[src/verilog/pioh_pkg.sv]
// Constants, encodings and carriers for the programming I/O hold block.
// Assumes a single clock domain and a plain strobed register port.
package pioh_pkg;

	localparam int N_PINS = 8;
	localparam int ADDR_W = 8;
	localparam int DATA_W = 32;

	// Per-pin state selection, two bits per pin.
	typedef enum logic [1:0] {
		PIOH_SEL_Z    = 2'h0,
		PIOH_SEL_LOW  = 2'h1,
		PIOH_SEL_HIGH = 2'h3,
		PIOH_SEL_HOLD = 2'h2
	} pioh_sel_t;

	// One pin's scan cells: input, drive enable, output.
	typedef struct packed {
		logic in_cell;
		logic pin_drive_enable_cell;
		logic out_cell;
	} pioh_cells_t;

	// Default cell values per state.
	localparam pioh_cells_t CELLS_Z    = '{in_cell: 1'h1, pin_drive_enable_cell: 1'h0, out_cell: 1'h0};
	localparam pioh_cells_t CELLS_LOW  = '{in_cell: 1'h1, pin_drive_enable_cell: 1'h1, out_cell: 1'h0};
	localparam pioh_cells_t CELLS_HIGH = '{in_cell: 1'h0, pin_drive_enable_cell: 1'h1, out_cell: 1'h1};

	// Register map, byte addresses.
	localparam logic [ADDR_W-1:0] REG_CTRL   = 8'h00;
	localparam logic [ADDR_W-1:0] REG_STATUS = 8'h04;
	localparam logic [ADDR_W-1:0] REG_SEL    = 8'h08;
	localparam logic [ADDR_W-1:0] REG_CUSTEN = 8'h0c;
	localparam logic [ADDR_W-1:0] REG_CELLS  = 8'h10;
	localparam logic [ADDR_W-1:0] REG_PINS   = 8'h14;

	// Control field positions.
	localparam int CTRL_PROG_BIT = 0;
	// Cell register packs three bits per pin: in at 3k+2, enable at 3k+1, out at 3k.
	localparam int CELL_W = 3;
	localparam int SEL_W  = 2;

	localparam logic [DATA_W-1:0] ZERO_WORD = 32'h0;
	localparam logic [2*N_PINS-1:0] SEL_RESET = 16'h0;

	// Pin pad view carried as a bundle.
	typedef struct packed {
		logic [N_PINS-1:0] o;
		logic [N_PINS-1:0] oe;
	} pioh_pad_t;

	// Register read or write request.
	typedef struct packed {
		logic              wr;
		logic              rd;
		logic [ADDR_W-1:0] addr;
		logic [DATA_W-1:0] wdata;
	} pioh_req_t;

endpackage : pioh_pkg

[src/verilog/pioh_cell.sv]
// One pin's hold cell: resolves scan cells into a pad drive during programming.
// Assumes prog_mode is already registered and synchronous to clock.
module pioh_cell
	import pioh_pkg::*;
(
	input  wire logic                clock,        // System clock.
	input  wire logic                rst_b,        // Asynchronous reset, active low.
	input  wire logic                prog_mode,    // Programming mode level.
	input  wire pioh_pkg::pioh_sel_t sel,          // Chosen state for this pin.
	input  wire logic                custom,       // Use custom cells instead of defaults.
	input  wire pioh_pkg::pioh_cells_t cust_cells, // Custom cell values.
	input  wire logic                user_o,       // Functional output value.
	input  wire logic                user_oe,      // Functional output enable.
	input  wire logic                pad_i,        // Level seen at the pad.
	output logic                     pad_o,        // Registered pad drive value.
	output logic                     pad_oe,       // Registered pad drive enable.
	output pioh_pkg::pioh_cells_t    cells         // Cells in use, for readback.
);
	pioh_cells_t held;
	pioh_cells_t next_held;
	pioh_cells_t next_cells;
	logic        next_pad_o;
	logic        next_pad_oe;

	always_comb begin
		next_held = held;
		// The last driven state is sampled every cycle outside programming and frozen inside it.
		if (!prog_mode) begin
			next_held = '{in_cell: pad_i, pin_drive_enable_cell: user_oe, out_cell: user_o};
		end
		if (custom) begin
			next_cells = cust_cells;
		end else begin
			case (sel)
				PIOH_SEL_Z:    next_cells = CELLS_Z;
				PIOH_SEL_LOW:  next_cells = CELLS_LOW;
				PIOH_SEL_HIGH: next_cells = CELLS_HIGH;
				PIOH_SEL_HOLD: next_cells = next_held;
				default:       next_cells = CELLS_Z;
			endcase
		end
		if (prog_mode) begin
			// Only enable and output matter; the input cell never reaches the pad.
			next_pad_oe = next_cells.pin_drive_enable_cell;
			next_pad_o  = next_cells.pin_drive_enable_cell & next_cells.out_cell;
		end else begin
			next_pad_oe = user_oe;
			next_pad_o  = user_o;
		end
	end

	always_ff @(posedge clock or negedge rst_b) begin
		if (!rst_b) begin
			held   <= CELLS_Z;
			cells  <= CELLS_Z;
			pad_o  <= 1'h0;
			pad_oe <= 1'h0;
		end else begin
			held   <= next_held;
			cells  <= next_cells;
			pad_o  <= next_pad_o;
			pad_oe <= next_pad_oe;
		end
	end

endmodule : pioh_cell

[src/verilog/pioh_top.sv]
// Programming I/O hold: per-pin state held on the pads while programming runs.
// Assumes the programmer loads the registers before raising programming mode.
module pioh_top
	import pioh_pkg::*;
(
	input  wire logic                          clock,   // System clock, 10 MHz.
	input  wire logic                          rst_b,   // Asynchronous reset, active low.
	input  wire logic                          reg_wr,  // Register write strobe.
	input  wire logic                          reg_rd,  // Register read strobe.
	input  wire logic [pioh_pkg::ADDR_W-1:0]   reg_addr, // Register byte address.
	input  wire logic [pioh_pkg::DATA_W-1:0]   reg_wdata, // Register write data.
	output logic      [pioh_pkg::DATA_W-1:0]   reg_rdata, // Read data, cycle after strobe.
	input  wire logic [pioh_pkg::N_PINS-1:0]   user_o,  // Functional outputs.
	input  wire logic [pioh_pkg::N_PINS-1:0]   user_oe, // Functional output enables.
	input  wire logic [pioh_pkg::N_PINS-1:0]   pad_i,   // Pad input levels.
	output logic      [pioh_pkg::N_PINS-1:0]   pad_o,   // Pad output values.
	output logic      [pioh_pkg::N_PINS-1:0]   pad_oe,  // Pad output enables, high drives.
	output logic                               prog_active // Programming mode in force.
);
	import pioh_pkg::*;

	localparam int CELLS_W = CELL_W * N_PINS;

	logic              prog_mode;
	logic              next_prog_mode;
	logic [2*N_PINS-1:0] sel_reg;
	logic [2*N_PINS-1:0] next_sel_reg;
	logic [N_PINS-1:0] cust_en;
	logic [N_PINS-1:0] next_cust_en;
	logic [CELLS_W-1:0] cust_reg;
	logic [CELLS_W-1:0] next_cust_reg;
	logic [DATA_W-1:0] next_rdata;
	logic [CELLS_W-1:0] live_cells;
	logic [N_PINS-1:0] cell_o;
	logic [N_PINS-1:0] cell_oe;
	logic              load_ok;

	// Address match shared by the write and read paths.
	function automatic logic hit(input logic [ADDR_W-1:0] a, input logic [ADDR_W-1:0] r);
		hit = (a == r);
	endfunction : hit

	// Selections and cells are frozen while programming so the pads stay put.
	assign load_ok = reg_wr & ~prog_mode;

	always_comb begin
		next_prog_mode = prog_mode;
		next_sel_reg   = sel_reg;
		next_cust_en   = cust_en;
		next_cust_reg  = cust_reg;
		if (reg_wr && hit(reg_addr, REG_CTRL)) begin
			next_prog_mode = reg_wdata[CTRL_PROG_BIT];
		end
		if (load_ok && hit(reg_addr, REG_SEL)) begin
			next_sel_reg = reg_wdata[2*N_PINS-1:0];
		end
		if (load_ok && hit(reg_addr, REG_CUSTEN)) begin
			next_cust_en = reg_wdata[N_PINS-1:0];
		end
		if (load_ok && hit(reg_addr, REG_CELLS)) begin
			next_cust_reg = reg_wdata[CELLS_W-1:0];
		end
	end

	always_comb begin
		next_rdata = ZERO_WORD;
		if (reg_rd) begin
			if (hit(reg_addr, REG_CTRL)) begin
				next_rdata[CTRL_PROG_BIT] = prog_mode;
			end else if (hit(reg_addr, REG_STATUS)) begin
				next_rdata[N_PINS-1:0] = pad_i;
			end else if (hit(reg_addr, REG_SEL)) begin
				next_rdata[2*N_PINS-1:0] = sel_reg;
			end else if (hit(reg_addr, REG_CUSTEN)) begin
				next_rdata[N_PINS-1:0] = cust_en;
			end else if (hit(reg_addr, REG_CELLS)) begin
				next_rdata[CELLS_W-1:0] = live_cells;
			end else if (hit(reg_addr, REG_PINS)) begin
				next_rdata[N_PINS-1:0]        = cell_o;
				next_rdata[2*N_PINS-1:N_PINS] = cell_oe;
			end
		end
	end

	always_ff @(posedge clock or negedge rst_b) begin
		if (!rst_b) begin
			prog_mode <= 1'h0;
			sel_reg   <= SEL_RESET;
			cust_en   <= '0;
			cust_reg  <= '0;
			reg_rdata <= ZERO_WORD;
		end else begin
			prog_mode <= next_prog_mode;
			sel_reg   <= next_sel_reg;
			cust_en   <= next_cust_en;
			cust_reg  <= next_cust_reg;
			reg_rdata <= next_rdata;
		end
	end

	assign prog_active = prog_mode;

	genvar g;
	generate
		for (g = 0; g < N_PINS; g++) begin : g_pin
			pioh_cell u_cell (
				.clock      (clock),
				.rst_b      (rst_b),
				.prog_mode  (prog_mode),
				.sel        (pioh_sel_t'(sel_reg[SEL_W*g +: SEL_W])),
				.custom     (cust_en[g]),
				.cust_cells (pioh_cells_t'(cust_reg[CELL_W*g +: CELL_W])),
				.user_o     (user_o[g]),
				.user_oe    (user_oe[g]),
				.pad_i      (pad_i[g]),
				.pad_o      (cell_o[g]),
				.pad_oe     (cell_oe[g]),
				.cells      (live_cells[CELL_W*g +: CELL_W])
			);
		end
	endgenerate

	assign pad_o  = cell_o;
	assign pad_oe = cell_oe;

endmodule : pioh_top

[config.mk]
export PLATFORM = sky130hd
export DESIGN_NAME = pioh_top
export DESIGN_NICKNAME = d
export VERILOG_FILES = /design/src/verilog/pioh_pkg.sv /design/src/verilog/pioh_cell.sv /design/src/verilog/pioh_top.sv
export SDC_FILE = /design/constraint.sdc
export NUM_CORES = 1
export LEC_CHECK = 0
export BUFFER_PORTS_ARGS = -buffer_cell sky130_fd_sc_hd__buf_2
export CAP_MARGIN = 0
export CORE_MARGIN = 3
export CORE_UTILIZATION = 50
export CTS_CLUSTER_SIZE = 25
export DETAILED_ROUTE_END_ITERATION = 7
export MAX_ROUTING_LAYER = met4
export PLACE_DENSITY = 0.73
export SKIP_CTS_REPAIR_TIMING = 1
export SYNTH_ARGS = -nofsm -noshare
export SYNTH_HDL_FRONTEND = slang
export SYNTH_SLANG_ARGS = --single-unit
[constraint.sdc]
create_clock -name clock -period 2.1 [get_ports clock]
set_input_delay 0.105 -clock clock [delete_from_list [all_inputs] [get_ports clock]]
set_output_delay 0.105 -clock clock [all_outputs]
set_load 0.02 [all_outputs]
# Word level (Yosys, flattened, before mapping)
# Index checks and enable logic that the tools add are counted.
dict set report op_classes {
  eq_ne 29
  muxes 57
  bitwise_logic 10
  reduce_logical 13
}
# cell count
set ops {}
lappend ops {{two-way mux 16 bit} 10}
lappend ops {{one-hot mux 3 bit (4 select lines)} 8}
lappend ops {{two-way mux 3 bit} 16}
lappend ops {{== test 2 bit, second input constant} 16}
lappend ops {{two-way mux 8 bit} 4}
lappend ops {{two-way mux 24 bit} 1}
lappend ops {{two-way mux 23 bit} 1}
lappend ops {{two-way mux 1 bit} 17}
lappend ops {{== test 2 x 1 -> 1 bit, second input constant} 8}
lappend ops {{== test 8 x 4 -> 1 bit, second input constant} 2}
lappend ops {{== test 8 x 5 -> 1 bit, second input constant} 2}
lappend ops {{logical NOT 2 bit} 8}
lappend ops {{AND 1 bit} 9}
lappend ops {{== test 8 x 3 -> 1 bit, second input constant} 1}
lappend ops {{logical NOT 8 bit} 1}
lappend ops {{logical AND 1 bit} 4}
lappend ops {{NOT 1 bit} 1}
dict set report word_totals {
  regBits 137
  inputBits 68
  output_inout_bits 49
  word_cells 178
}

# Logic depth before layout (Yosys ltp)
dict set report depth {
  ltp_word 13
  mapped_depth 7
  ltp_nobuf 4
}

# By module
# Synthesis repeated with hierarchy kept, for this count alone.
dict set report hier_totals {
  cells_unflattened 477
  hier_area_um2 6115.9
}
# module instances cells_per_inst area_each_um2 seq_area_each_um2
set modules_own_cells {}
lappend modules_own_cells {pioh_top 1 245 3303.2 1826.8}
lappend modules_own_cells {pioh_cell 8 29 351.6 202.7}

# Worst setup path before layout
# OpenSTA, ideal clock, no wires.
dict set report synth_path {
  path_type {reg-to-reg}
  from {register prog_mode, in the netlist prog_active}
  to {register g_pin[1].u_cell.pad_oe}
  setup_time_ns 0.125
  arrival_ns 1.831
  required_time_ns 1.975
  path_slack_ns 0.144
  stages_incl_launch_ff 6
  path_buffers 4
  period_less_slack_ns 1.956
  cell_sequence {dfrtp_1 buf_2 buf_2 clkbuf_1 buf_1 mux2_2}
}
dict set report synth_via {
  elab_chain_cells 4
}
# element line
set synth_rtl {}
lappend synth_rtl {{start: declaration} pioh_top.sv:24} ;# logic prog_mode;
lappend synth_rtl {{start signal: assignment} pioh_top.sv:93} ;# prog_mode <= next_prog_mode;
lappend synth_rtl {{two-way mux 3 bit} pioh_cell.sv:28} ;# if (!prog_mode) begin
lappend synth_rtl {{one-hot mux 3 bit (4 select lines)} pioh_cell.sv:34} ;# case (sel)
lappend synth_rtl {{two-way mux 3 bit} pioh_cell.sv:31} ;# if (custom) begin
lappend synth_rtl {{two-way mux 1 bit (*)} pioh_cell.sv:42} ;# if (prog_mode) begin
lappend synth_rtl {{via g_pin[1].u_cell.next_pad_oe} pioh_cell.sv:23} ;# logic next_pad_oe;
lappend synth_rtl {{end signal: assignment} pioh_cell.sv:62} ;# pad_oe <= next_pad_oe;
lappend synth_rtl {{end: declaration} pioh_cell.sv:16} ;# output logic pad_oe,
# Mark *: on every way through the listed nets, which the timed path passes. The rest lies on a longest branch.
# A chain may end at the register's enable or synchronous reset.

==> reports/results.tsv <==
stage	metric	value	unit
sta	min_period_over_period	86.5	%
synthesis	synth_top_family_by_area	multiplexers	
global_route	grt_max_degree	60	
synthesis	synth_top_area_share	50.1	%
clock_network	cts_sinks	137	
drt	first_pass_iters	4	
synthesis	synth_xor_area_share	0	%
clock_network	ctsRootBufferMaster	clkbuf_16	
worst_setup_path	cp_data_required_time	2.39	ns
die	fp.dieH	116	um
synthesis	synth_edf_count	0	
drt	ant_nets	0	
synthesis	synth_warnings	0	
clock_network	cts_buffers	17	
finish	nets	679	
synthesis	async_reset_ff_share	100	%
placement	numPlacedInstances	687	
drt	drt_iter0_markers	229	
power_and_ir_drop	ir_drop	0.000492	V
synthesis	synth-seq-area-share	57.1	%
die	row_count	39	
synthesis	synth-compound-area-share	8.97	%
die	ios	117	
sta	hold_viol	0	
worst_hold_path	hp-start	pad_i[6]	
global_route	met2_usage	36.6	%
drt	wl	14.8	mm
flow_run	drv_cap	0	
placement	place.gp.congestion	0.835	
synthesis	post-synth-top-count-cell	dfrtp_1	
sta	post-route-min-period	1.82	ns
worst_setup_path	crit_fanout	27	
synthesis	ys_seq_elements	137	
sta	tns	0	ns
clock_network	path_clk_slew	0.05	ns
synthesis	avgSynthCellArea	13.0	um2
finish	syn2layout_area_growth	28.7	%
finish	fill_cells	835	
outcome	status	completed	
synthesis	synthCells	465	
clock_network	ctsHtreeMaxLevel	4	
sta	setup_viol	0	
global_route	grt_use_total	22.9	%
finish	antenna_cells	0	
drt	route.vias.total	4196	
die	core	11600	um2
synthesis	ys.flop_type	dfrtp_1	
worst_setup_path	worstSetupPathType	register to register	
worst_setup_path	r2r_start	prog_active	
sta	rsz0062_at_grt	no	
sta	slew_viol_final	0	
synthesis	yosysTopAreaCell	dfrtp_1	
worst_setup_path	endpoint_kind	register	
sta	worst_pin_slew	0.552	ns
global_route	overflow	0	
clock_network	cts_tree	done	
synthesis	yosys.area_share.simple	5.94	%
worst_setup_path	critPathLaunchType	register	
drt	viasPerCell	5.47	
sta	fmax	551	MHz
drt	wire_per_inst	19.2	um
clock_network	clkLatencyLatePin	0.41	ns
die	fp.dieW	116	um
placement	hpwlAfterDp	9.80	mm
power_and_ir_drop	powerDensity	873	nW/um2
global_route	grt_pass1_wl	22.1	mm
synthesis	synth_fa_ha_area_share	0	%
synthesis	yosys-top-cells-count	121 x dfrtp_1, 77 x mux2_2, 33 x inv_1	
synthesis	synthMuxAreaShare	20.8	%
global_route	grt_use_met3	5.27	%
synthesis	synth.area.top_cells	dfrtp_1 50%, mux2_2 14%, dfstp_2 7.0%, mux2_4 5.0%, buf_4 3.1%	
die	dieArea	13400	um2
power_and_ir_drop	p_leak	3.80	nW
worst_hold_path	hp-class	input port to register	
synthesis	synth_area	6040	um2
sta	max_slew_margin	63.2	%
worst_setup_path	arrival	2.10	ns
power_and_ir_drop	finalPower	6.79	mW
finish	final_util	67.0	%
global_route	grt_busiest_layer	met2	
finish	fin_area	7780	um2
placement	dpl-instance-area	6620	um2
finish	drive_gt1_share	44.1	%
global_route	grt_pass1_vias	4232	
placement	portBuffers	100	
finish	final_cells	767	
global_route	antenna_found_initial	0	
worst_setup_path	startpoint	prog_active	
drt	drc	0	
sta	finClkSkew	0.00682	ns
clock_network	clockBufferDepth	2	
global_route	use_met1	28.1	%
synthesis	ys_types	37	
die	start_util	52.0	%
-- per-layer routing --
layer,up-vias,wire [um]
met5,-,0
met4,0,393
met3,36,833
met2,144,7430
met1,2119,6100
li1,1897,-
-- metrics by stage --
step	hold WS, ns	setup slack, ns
2_1_floorplan	-0.191	0.144
3_3_place_gp	0.108	0.189
3_5_place_dp	0.112	0.170
4_1_cts	-0.327	0.287
5_1_grt	0.00234	0.153
6_report	0.0182	0.284
-- cell usage in the layout, fill, tap and decap left out, types with 8 or more instances in the layout --
cell type | netlist | routed
dfrtp_1 | 121 | 120
buf_2 | 6 | 99
mux2_2 | 77 | 77
dlygate4sd3_1 | 0 | 48
inv_1 | 33 | 33
o21ai_0 | 23 | 23
mux2_4 | 20 | 20
a21oi_1 | 17 | 17
clkbuf_16 | 0 | 17
a211oi_1 | 16 | 16
and3_1 | 16 | 16
dfstp_2 | 16 | 16
buf_4 | 25 | 15
nand2_1 | 11 | 11
nor2_1 | 10 | 10
nor2b_1 | 10 | 10
mux2i_1 | 9 | 9
a22oi_1 | 8 | 8
a31o_2 | 8 | 8
conb_1 | 1 | 8
-- report_power, final --
part	leakage (nW)	switching, mW	internal, mW
Clock	0.333	1.05	2.30
Combinational	1.69	0.290	0.288
Sequential	1.77	0.0851	2.77
Total	3.80	1.43	5.36
-- cells by family after synthesis --
logic type / count (synthesis)
AO/OA/AOI/OAI: 82
AND/OR/NAND/NOR: 60
multiplexers: 106
other: 1
flip-flops: 137
buffers and inverters: 79
-- final cells by class --
class                      count  area, um2  area share [%]
sequential                   137       3450            44.4
clock inverter                 7        160            2.06
clock buffer                  25        515            6.63
timing repair buffer         166       1160            14.9
multi-input combinational    256       2190            28.1
inverter                      33        124            1.59
tap                          143        179            2.30
-- critical path, cell delays in order (launching register included) --
cell and delay (ns):
dfrtp_2 0.41, buf_12 0.19, mux2_2 0.38, a211oi_1 0.25
a21oi_1 0.14, mux2_2 0.30
-- path summary, 6_finish.rpt --
check,slack [ns],endpoint,cells after the start
min,0.02,g_pin[6].u_cell.held[2],2
min in group asynchronous,0.23,cust_reg[21],2
min reg2reg,0.49,g_pin[0].u_cell.cells[2],2
max,0.28,g_pin[1].u_cell.pad_oe,5
max in group asynchronous,1.11,g_pin[4].u_cell.cells[2],3
max reg2reg,0.28,g_pin[1].u_cell.pad_oe,5
No activity file was read; power rests on OpenSTA's default activity.
